--- config.mk ---
export PLATFORM = sky130hd
export DESIGN_NAME = clock_prescale_switch_ctrl
export DESIGN_NICKNAME = d
export VERILOG_FILES = /design/src/logic/clk_ctrl_pkg.sv /design/src/logic/unlock_window.sv /design/src/logic/pow2_divider.sv /design/src/logic/clock_prescale_switch_ctrl.sv
export SDC_FILE = /design/constraint.sdc
export NUM_CORES = 1
export LEC_CHECK = 0
export BUFFER_PORTS_ARGS = -buffer_cell sky130_fd_sc_hd__buf_2
export CORE_ASPECT_RATIO = 1.25
export CORE_MARGIN = 10
export CORE_UTILIZATION = 46
export CTS_CLUSTER_DIAMETER = 150
export DETAILED_ROUTE_END_ITERATION = 10
export PLACE_DENSITY = 0.7
export SYNTH_ARGS = -nofsm -noshare
export SYNTH_HDL_FRONTEND = slang
export SYNTH_HIERARCHICAL = 1
export SYNTH_SLANG_ARGS = --single-unit
export TNS_END_PERCENT = 30
--- constraint.sdc ---
create_clock -name pclk -period 9.1 [get_ports pclk]
set_clock_uncertainty 0.15 [all_clocks]
set_input_delay 0.455 -clock pclk [delete_from_list [all_inputs] [get_ports pclk]]
set_output_delay 0.455 -clock pclk [all_outputs]
set_load 0.01 [all_outputs]
--- src/logic/clk_ctrl_pkg.sv ---
/*
 * Shared constants and types of the clock prescale and switch control block:
 * register offsets, field positions, reset codes, command codes, carriers.
 * Assumes a 32-bit APB bus with 12-bit byte addresses and 8-bit registers.
 */
package clk_ctrl_pkg;

	// register byte addresses, one aligned word each
	localparam logic [11:0] DIV_CTRL_OFFS   = 12'h000;
	localparam logic [11:0] CMD_STAT_OFFS   = 12'h004;
	localparam logic [11:0] SRC_CHOICE_OFFS = 12'h008;

	// field positions
	localparam int UNLOCK_BIT  = 7;
	localparam int READY_BIT   = 4;
	localparam int CLKOUT_BIT  = 6;
	localparam int STARTUP_LSB = 4;

	// protected write procedure
	localparam logic [7:0] UNLOCK_VALUE  = 8'h80;
	localparam int         UNLOCK_CYCLES = 4;

	// divide-select codes
	localparam logic [3:0] DIVSEL_RESET_PLAIN = 4'h0;
	localparam logic [3:0] DIVSEL_RESET_DIV8  = 4'h3;
	localparam logic [3:0] DIVSEL_MAX         = 4'h8;
	localparam int         DIV_COUNT_W        = 8;

	// clock switch commands
	typedef enum logic [3:0] {
		CMD_NONE    = 4'h0,
		CMD_DISABLE = 4'h1,
		CMD_ENABLE  = 4'h2,
		CMD_AVAIL   = 4'h3,
		CMD_SWITCH  = 4'h4,
		CMD_RECOVER = 4'h5,
		CMD_WDT_ARL = 4'h6,
		CMD_CLKOUT  = 4'h7
	} cmd_t;

	// request handed to the clock switch module
	typedef struct packed {
		logic       valid;
		cmd_t       code;
		logic [3:0] source;
		logic [1:0] startup;
		logic       clock_out;
	} switch_req_t;

	// fuse levels, read once after reset
	typedef struct packed {
		logic       div_by_eight_fuse;
		logic       clock_output_fuse;
		logic [1:0] startup_fuse;
		logic [3:0] source_select_fuse;
	} fuses_t;

endpackage

--- src/logic/unlock_window.sv ---
/*
 * Timed unlock window for one protected register.
 * Assumes wr is a one-cycle write strobe with wdata valid alongside it.
 */
module unlock_window
	import clk_ctrl_pkg::*;
#(
	parameter int WINDOW = UNLOCK_CYCLES
) (
	// clock and reset
	input  wire logic       clk,
	input  wire logic       rst_n,
	input  wire logic       ce,
	// write from the bus
	input  wire logic       wr,
	input  wire logic [7:0] wdata,
	// window state
	output logic            unlocked,
	output logic            accept
);

	typedef enum logic {LOCKED = 1'b0, OPEN = 1'b1} win_state_t;

	win_state_t      state_reg;
	logic [2:0]      age_reg;
	logic            unlock_wr;

	assign unlock_wr = wr && (wdata == UNLOCK_VALUE);
	// a protected write needs the window open and the unlock bit low
	assign accept = wr && (state_reg == OPEN) && !wdata[UNLOCK_BIT];
	assign unlocked = (state_reg == OPEN);

	// window opens on the lone unlock bit, closes on age or accepted write
	always_ff @(posedge clk or negedge rst_n) begin
		if (!rst_n) begin
			state_reg <= LOCKED;
			age_reg   <= 3'h0;
		end else if (ce) begin
			unique case (state_reg)
				LOCKED: begin
					if (unlock_wr) begin
						state_reg <= OPEN;
						age_reg   <= 3'h0;
					end
				end
				OPEN: begin
					// rewrite of the unlock value neither extends nor closes
					if (accept || age_reg == 3'(WINDOW - 1)) begin
						state_reg <= LOCKED;
					end
					age_reg <= age_reg + 3'h1;
				end
			endcase
		end
	end

endmodule

--- src/logic/pow2_divider.sv ---
/*
 * Power-of-two divider producing a one-cycle clock enable for the system.
 * Assumes sel_req may change at any time; it is taken only at a period end.
 */
module pow2_divider
	import clk_ctrl_pkg::*;
(
	// clock and reset
	input  wire logic       clk,
	input  wire logic       rst_n,
	input  wire logic       ce,
	// requested divide code
	input  wire logic [3:0] sel_req,
	// divided clock enable
	output logic            tick
);

	logic [DIV_COUNT_W-1:0] count_reg;
	logic [3:0]             active_reg;
	logic [DIV_COUNT_W-1:0] limit;

	// reserved codes divide like the largest legal one
	always_comb begin
		if (active_reg > DIVSEL_MAX) begin
			limit = '1;
		end else begin
			limit = DIV_COUNT_W'((9'h1 << active_reg) - 9'h1);
		end
	end

	// new code only at a period end, so no short period is ever emitted
	always_ff @(posedge clk or negedge rst_n) begin
		if (!rst_n) begin
			count_reg  <= '0;
			active_reg <= DIVSEL_RESET_PLAIN;
			tick       <= 1'b0;
		end else if (ce) begin
			tick <= (count_reg >= limit);
			if (count_reg >= limit) begin
				count_reg  <= '0;
				active_reg <= sel_req;
			end else begin
				count_reg <= count_reg + DIV_COUNT_W'(1);
			end
		end
	end

endmodule

--- src/logic/clock_prescale_switch_ctrl.sv ---
/*
 * Clock prescale and switch control: APB registers for the system clock
 * prescaler, the protected command register of the clock switch module and
 * the clock source choice register.
 * Assumes a zero-wait APB master on pclk, fuse levels stable from reset on,
 * and an availability checker that pulses avail_confirm for a good source.
 */
// Our own choices: the register addresses and the APB interface to the registers.

module clock_prescale_switch_ctrl
	import clk_ctrl_pkg::*;
(
	// clock, reset, enable
	input  wire logic        pclk,
	input  wire logic        presetn,
	input  wire logic        clk_en,
	// apb slave
	input  wire logic        psel,
	input  wire logic        penable,
	input  wire logic        pwrite,
	input  wire logic [11:0] paddr,
	input  wire logic [31:0] pwdata,
	output logic      [31:0] prdata,
	output logic             pready,
	output logic             pslverr,
	// fuses
	input  wire fuses_t      fuses,
	// clock switch module
	input  wire logic        avail_confirm,
	input  wire logic [3:0]  current_source,
	output switch_req_t      switch_req,
	// divided system clock enable
	output logic             sysclk_en
);

	logic              setup_phase;
	logic              wr_fire;
	logic              hit_div;
	logic              hit_cmd;
	logic              hit_sel;
	logic              hit_any;
	logic [7:0]        wdata8;
	logic [7:0]        rd_mux;

	logic              fuse_loaded_reg;
	logic [3:0]        divide_select_reg;
	logic [3:0]        switch_command_code_reg;
	logic              source_ready_flag_reg;
	logic              clock_output_on_reg;
	logic [1:0]        startup_time_code_reg;
	logic [3:0]        source_select_code_reg;

	logic              divider_change_unlock;
	logic              div_accept;
	logic              command_change_unlock;
	logic              cmd_accept;
	cmd_t              cmd_issued;

	// bus decode
	assign setup_phase = psel && !penable;
	assign wr_fire     = psel && penable && pready && pwrite;
	assign hit_div     = (paddr == DIV_CTRL_OFFS);
	assign hit_cmd     = (paddr == CMD_STAT_OFFS);
	assign hit_sel     = (paddr == SRC_CHOICE_OFFS);
	assign hit_any     = hit_div || hit_cmd || hit_sel;
	assign wdata8      = pwdata[7:0];

	// 1xxx codes decode as no command
	assign cmd_issued = wdata8[3] ? CMD_NONE : cmd_t'(wdata8[3:0]);

	// protected divider window
	// opens only on the lone unlock bit
	// closes on age or accepted divide write
	unlock_window #(
		.WINDOW   (UNLOCK_CYCLES)
	) u_div_unlock (
		.clk      (pclk),
		.rst_n    (presetn),
		.ce       (clk_en),
		.wr       (wr_fire && hit_div),
		.wdata    (wdata8),
		.unlocked (divider_change_unlock),
		.accept   (div_accept)
	);

	// protected command window
	// lone-bit unlock, four-cycle life
	unlock_window #(
		.WINDOW   (UNLOCK_CYCLES)
	) u_cmd_unlock (
		.clk      (pclk),
		.rst_n    (presetn),
		.ce       (clk_en),
		.wr       (wr_fire && hit_cmd),
		.wdata    (wdata8),
		.unlocked (command_change_unlock),
		.accept   (cmd_accept)
	);

	// read mux; reserved bits are wired to zero
	always_comb begin
		rd_mux = 8'h00;
		if (hit_div) begin
			rd_mux = {divider_change_unlock, 3'h0, divide_select_reg};
		end else if (hit_cmd) begin
			rd_mux = {command_change_unlock, 2'h0, source_ready_flag_reg,
				switch_command_code_reg};
		end else if (hit_sel) begin
			rd_mux = {1'b0, clock_output_on_reg, startup_time_code_reg,
				source_select_code_reg};
		end
	end

	// apb answer: one access cycle, data sampled in the setup cycle
	always_ff @(posedge pclk or negedge presetn) begin
		if (!presetn) begin
			pready <= 1'b0;
		end else if (clk_en) begin
			pready <= setup_phase;
		end
	end

	// read data register, upper bits always zero
	always_ff @(posedge pclk or negedge presetn) begin
		if (!presetn) begin
			prdata <= 32'h0000_0000;
		end else if (clk_en) begin
			if (setup_phase && !pwrite) begin
				prdata <= {24'h00_0000, rd_mux};
			end else if (setup_phase) begin
				prdata <= 32'h0000_0000;
			end
		end
	end

	// unmapped addresses answer with an error
	always_ff @(posedge pclk or negedge presetn) begin
		if (!presetn) begin
			pslverr <= 1'b0;
		end else if (clk_en) begin
			pslverr <= setup_phase && !hit_any;
		end
	end

	// fuse capture marker; fuses are read after reset, not under it
	always_ff @(posedge pclk or negedge presetn) begin
		if (!presetn) begin
			fuse_loaded_reg <= 1'b0;
		end else if (clk_en) begin
			fuse_loaded_reg <= 1'b1;
		end
	end

	// divide select
	always_ff @(posedge pclk or negedge presetn) begin
		if (!presetn) begin
			divide_select_reg <= DIVSEL_RESET_PLAIN;
		end else if (clk_en) begin
			if (!fuse_loaded_reg) begin
				// fuse picks plain or divide by eight
				divide_select_reg <= fuses.div_by_eight_fuse ? DIVSEL_RESET_DIV8 : DIVSEL_RESET_PLAIN;
			end else if (div_accept) begin
				// any code accepted, reserved ones too
				// bits 6:4 of the write are dropped
				divide_select_reg <= wdata8[3:0];
			end
		end
	end

	// code switched only at a period end
	pow2_divider u_divider (
		.clk     (pclk),
		.rst_n   (presetn),
		.ce      (clk_en),
		.sel_req (divide_select_reg),
		.tick    (sysclk_en)
	);

	// last command written, kept for read-back
	always_ff @(posedge pclk or negedge presetn) begin
		if (!presetn) begin
			switch_command_code_reg <= 4'h0;
		end else if (clk_en) begin
			// a locked command write is ignored
			if (cmd_accept) begin
				switch_command_code_reg <= wdata8[3:0];
			end
		end
	end

	// one-cycle request to the clock switch module
	always_ff @(posedge pclk or negedge presetn) begin
		if (!presetn) begin
			switch_req <= '0;
		end else if (clk_en) begin
			switch_req.valid <= 1'b0;
			// only codes 1..7 reach the switch
			if (cmd_accept && cmd_issued != CMD_NONE) begin
				switch_req.valid     <= 1'b1;
				switch_req.code      <= cmd_issued;
				// source field is the command target
				switch_req.source    <= source_select_code_reg;
				// start-up code travels with the command
				switch_req.startup   <= startup_time_code_reg;
				// clock-out bit for the clock-out command
				switch_req.clock_out <= clock_output_on_reg;
			end
		end
	end

	// ready flag; a confirm in the clearing cycle still sets it
	always_ff @(posedge pclk or negedge presetn) begin
		if (!presetn) begin
			source_ready_flag_reg <= 1'b0;
		end else if (clk_en) begin
			if (avail_confirm) begin
				source_ready_flag_reg <= 1'b1;
			end else if (cmd_accept && (cmd_issued == CMD_AVAIL || cmd_issued == CMD_ENABLE)) begin
				source_ready_flag_reg <= 1'b0;
			end
		end
	end

	// clock-out bit
	always_ff @(posedge pclk or negedge presetn) begin
		if (!presetn) begin
			clock_output_on_reg <= 1'b0;
		end else if (clk_en) begin
			if (!fuse_loaded_reg) begin
				clock_output_on_reg <= ~fuses.clock_output_fuse;
			end else if (wr_fire && hit_sel) begin
				clock_output_on_reg <= wdata8[CLKOUT_BIT];
			end
		end
	end

	// start-up code; recover leaves it alone
	always_ff @(posedge pclk or negedge presetn) begin
		if (!presetn) begin
			startup_time_code_reg <= 2'h0;
		end else if (clk_en) begin
			if (!fuse_loaded_reg) begin
				startup_time_code_reg <= fuses.startup_fuse;
			end else if (wr_fire && hit_sel) begin
				startup_time_code_reg <= wdata8[STARTUP_LSB +: 2];
			end
		end
	end

	// source code
	always_ff @(posedge pclk or negedge presetn) begin
		if (!presetn) begin
			source_select_code_reg <= 4'h0;
		end else if (clk_en) begin
			if (!fuse_loaded_reg) begin
				source_select_code_reg <= fuses.source_select_fuse;
			end else if (cmd_accept && cmd_issued == CMD_RECOVER) begin
				// recover reads back the live source
				source_select_code_reg <= current_source;
			end else if (wr_fire && hit_sel) begin
				// bit 7 of the write is dropped
				source_select_code_reg <= wdata8[3:0];
			end
		end
	end

endmodule

======== After elaboration in Yosys (flattened, before gate mapping) ========
Index checks and enable logic that the tools add are counted.
operators by class
  equal/unequal tests ..................... 13
  shift operators ......................... 1
  add/sub/neg operators ................... 4
  order comparisons ....................... 2
  bitwise logic cells ..................... 3
  reductions and logical operators ........ 41
  multiplexer cells ....................... 31
operator list
  cell                 number
  $mux 32              2
  $mux 8               4
  $mux 4               5
  $reduce_and 2->1     10
  $logic_and 1x1->1    18
  $eq 12x3->1 const B  1
  $eq 12x4->1 const B  1
  $eq 3x2->1 const B   4
  $logic_not 12->1     1
  $mux 12              1
  $pmux 3 s2           2
  $mux 3               3
  $add 8x1->8 const B  1
  $eq 8x8->1 const B   1
  $ge 8x8->1           1
  $mux 1               8
  $ne 2x1->1 const B   4
  $shl 1x4->8 const A  1
  $sub 8x1->8 const B  1
  $mux 7               1
  $add 3x1->3 const B  2
  $mux 2               3
  $logic_or 1x1->1     5
  $gt 4x4->1 const B   1
  7 further kinds      14
word-level totals
  output and inout port bits .............. 47
  bits in registers ....................... 84
  logic and storage cells ................. 117

======== Logic depth before layout (Yosys ltp) ========
  depth after elaboration ................. 9
  mapped depth ............................ 12
  mapped depth without buffers ............ 11

======== Modules after synthesis ========
The synthesis kept the hierarchy.
modules (own cells, without submodules)
  module                      cells an instance  instances  area each (um^2)
  clock_prescale_switch_ctrl  202                1          2060.7
  pow2_divider                89                 1          915.9
  unlock_window               23                 2          222.7

======== Worst setup path after synthesis ========
Ideal clock, no wire load.
  path kind ............................... register -> register
  start ................................... register u_divider.active_reg[2]
  end ..................................... register u_divider.active_reg[2]
  arrival time ............................ 2.630 ns
  path buffers ............................ 1
  slack ................................... 6.195 ns
  stages on the path, launching flop included .. 12
  cell sequence ........................... dfrtp_1 -> clkbuf_1 -> nor2_1 -> nand3_1 -> ha_1 -> a21o_1 -> a21oi_1 -> o21ai_0 -> ha_1 -> nand4_1 -> o32ai_4 -> mux2_4
on the way
  cells in the longest elaborated chain, start to end .. 5
  elaborated cells on any way between the ends .. 6
RTL lines
  item                                 line                source
  start: declaration                   pow2_divider.sv:19  logic [3:0] active_reg;
  start signal: assignment             pow2_divider.sv:41  active_reg <= sel_req;
  $shl 1x4->8                          pow2_divider.sv:27  limit = DIV_COUNT_W'((9'h1 << active_reg) - 9'h1);
  $sub 8x1->8                          pow2_divider.sv:27
  $mux 8 *                             pow2_divider.sv:24  if (active_reg > DIVSEL_MAX) begin
  $ge 8x8->1 *                         pow2_divider.sv:39  if (count_reg >= limit) begin
  $reduce_and 2->1 (no source line) *  -
Mark *: on every way between the ends. The rest lies on a longest branch, timed or not.
A chain may end at the register's enable or synchronous reset.

======== Worst setup path after layout ========
  start ................................... register u_divider.active_reg[2]
  end ..................................... register u_divider.active_reg[1]
The elaborated chain is that of the path after synthesis.

==> impl_results.md <==
* Setup bufs post-CTS at 0
* Clock power share at 30.5%
* Worst reg2reg startpoint: u_divider/active_reg[2]
* Slowest CP cell: o32ai_4
* Nets at 475
* Crit share post-route at 34.7%
* Vias in the first global route at 2804
* DR pass1 iterations at 4
* Placer congestion estimate at 0.854
* Critical path class: flip-flop to flip-flop
* Largest register FFs at 11
* RSZ-0062 raised after global routing: false
* Wire per inst at 16.7 microns
* H-tree lvl count at 3
* Total grt overflow at 0
* Final setup violation count at 0
* Data required time at the worst endpoint at 9170 ps
* Leak Pwr at 0.00188 uW
* Switching part of the total at 32.2%
* #FFs+latches synth at 59
* Worst slew pin tran at 808 ps
* Share of layout cells above drive strength 1 at 26.1%
* Peak VDD IR at 131 uV
* Avg Cell Area, Syn at 10.2 sq um
* Setup WS pre-CTS at 5740 ps
* FMAX at 317 MHz
* Root Driver: clkbuf_8
* Die area at 11300 sq um
* PnR worst setup slack at 5940 ps
* Run status: completed
* Final Slew Violations at 0
* Syn-to-layout area delta at 13.5%
* Syn Std Cell Area at 3420 sq um
* Mapped Cells at 337
* Gate power share at 27.2%
* CP bufs+invs at 0
* Setup TNS at 0 ps
* Pwr/cell area at 196 nW/um^2
* Antenna diodes at 0
* Most Frequent Cell on Critical Path: ha_1
* Via count at 2709
* Top delay family on crit path: compound AO/OA/AOI/OAI gates
* Period minus WS final at 3160 ps
* Drt total wl at 8.26 mm
* Int Power at 517 uW
* Total core area at 7310 sq um
* Clock sink total at 59
* CTS tree: built
* Clk buf depth at 2
* Crit path launch type: flip-flop
* Critical-path cell list: nor2_1 -> nand3_1 -> ha_1 -> a21o_1 -> a21oi_1 -> o21ai_0 -> ha_1 -> nand4_1 -> o32ai_4 -> mux2_4
* Sequential Power Share at 42.3%
* Tot Pwr at 763 uW
* TritonCTS buffer count at 9
* Die width at 97.1 microns
* Hold Path Class: input pin to asynchronous set/reset pin
* 1st-iter DRT viols at 169
* DRC Markers at 0
* # Max-Cap Violations at 0
* Vias per cell at 5.47
* Post-cts sizing count at 0
* Worst-path maximum fanout at 10
* Max stage delay on crit path at 590 ps
* Initial antenna violation count at 0
* Port bufs at 60
* Slew HR at 46.2%
* HPWL after DPL at 6.26 mm
* Distinct cells, synth at 54
* Die Span Y at 116 microns
* Total GRT Usage at 14.3%
* Register area share after synthesis at 43.1%
* Clock latency on the worst-skew pair at 330 ps
* Psw at 245 uW
* Reg clk slew, reported paths at 70 ps
* CP Data Arrival Time at 3220 ps
* Initial core utilization at 46.8%
* Cts hold-fix bufs at 0
* Largest net degree at the start of global routing at 60
* R2r endpoint: u_divider/active_reg[1]
* First-pass GRT wire length at 13.2 mm
* Reg2reg path depth at 10
* Top-Level Pins at 110
* Crit path capture type: flip-flop
* Post-DRT Antenna Nets at 0
* Std cell rows at 35
* Flop2flop setup slack at 5940 ps
* Hold Violations, Final at 0
* Warnings from Yosys at 6
metal layers:
layer | routed length (microns) | GRT usage (%) | vias up
met5 | 0 | 0 | -
met4 | 194 | 7.00 | 0
met3 | 442 | 4.44 | 14
met2 | 4370 | 25.1 | 81
met1 | 3250 | 15.4 | 1327
li1 | - | - | 1287
cells by family after synthesis:
logic type | share of synthesized area [%]
adder cells (fa/ha/maj) | 5.12
other | 0.110
XOR/XNOR | 1.54
AND/OR/NAND/NOR | 16.9
AO/OA/AOI/OAI | 15.9
multiplexers | 8.15
flip-flops | 43.1
buffers and inverters | 9.21
power by group through the flow:
stage | Clock [uW] | Combinational, uW | Sequential (uW)
after floorplan | 0 | 176 | 313
after global placement | 0 | 199 | 325
after detailed placement | 0 | 208 | 327
after CTS | 237 | 210 | 322
after global routing | 249 | 236 | 326
final | 233 | 208 | 322
cell type report:
cell class	instances	area [sq um]
clock inverter	5	52.6
multi-input combinational	249	1720
inverter	17	63.8
tap	92	115
clock buffer	11	141
timing repair buffer	62	315
fill	670	3430
sequential	59	1480
cells in the final DEF (no fill, tap or decap), types with 5 or more instances in the layout:
cell type   n
mux2_4      7
nand2b_1   10
buf_2      60
nor2_1     21
inv_1      17
nand3_1    10
dfrtp_1    59
nand2_1    27
mux2i_1     5
ha_1       14
a21oi_1    10
nand4_1     7
mux2_2     11
nor2b_1     5
o21ai_0    19
o22ai_1    11
conb_1     25
clkbuf_8   10
o21a_1      9
worst max path at each step:
stage / start / to / slack (ps) / depth (start not counted)
after global placement: paddr[9] / switch_req[6] / 5820 / 10
final: u_divider/active_reg[2] / u_divider/active_reg[1] / 5940 / 10
after detailed placement: paddr[5] / switch_req[0] / 5740 / 10
after CTS: u_divider/active_reg[2] / u_divider/active_reg[1] / 5920 / 10
after global routing: u_divider/active_reg[2] / u_divider/active_reg[1] / 5720 / 10
after floorplan: u_divider/active_reg[2] / u_divider/active_reg[2] / 6190 / 11
metrics by stage:
step,area [sq um],cells,utilization [%],hold WS [ps]
detailed placement,3690,479,50.5,317
CTS,3880,495,53.1,133
floorplan,3510,361,-,9.41
finish,3880,495,53.1,117
global placement,3690,479,50.5,308
global route,3880,495,53.1,169
synthesized netlist by cell type, drive strengths merged:
| master | instances | area (sq um) |
|---|---|---|
| dfrtp | 59 | 1480 |
| buf | 29 | 220 |
| nand2 | 27 | 101 |
| nor2 | 21 | 78.8 |
| o21ai | 21 | 120 |
| mux2 | 18 | 229 |
| inv | 17 | 63.8 |
| ha | 14 | 175 |
| nand2b | 11 | 76.3 |
| o22ai | 11 | 68.8 |
| a21oi | 10 | 50.1 |
| nand3 | 10 | 50.1 |
| o21a | 9 | 67.6 |
| clkbuf | 7 | 31.3 |
| nand4 | 7 | 43.8 |
| mux2i | 5 | 50.1 |
| nor2b | 5 | 31.3 |
| a22oi | 4 | 30.0 |
| a32o | 4 | 40.0 |
| nor3 | 4 | 25.0 |
| nor4 | 4 | 25.0 |
| o31ai | 4 | 30.0 |
| xor2 | 4 | 35.0 |
| nor4b | 3 | 41.3 |
| o311ai | 3 | 26.3 |
| or2 | 3 | 18.8 |
| and2 | 2 | 12.5 |
| and4 | 2 | 17.5 |
| nand3b | 2 | 15.0 |
| nand4b | 2 | 17.5 |
| o211ai | 2 | 15.0 |
| xnor2 | 2 | 17.5 |
| a2111oi | 1 | 27.5 |
| a21o | 1 | 7.51 |
| a31oi | 1 | 6.26 |
| a32oi | 1 | 8.76 |
| a41oi | 1 | 8.76 |
| and3 | 1 | 6.26 |
| and4b | 1 | 10.0 |
| conb | 1 | 3.75 |
| o2bb2ai | 1 | 8.76 |
| o32ai | 1 | 27.5 |
| or3 | 1 | 6.26 |
Note: power is estimated with default switching activity, not from simulation.
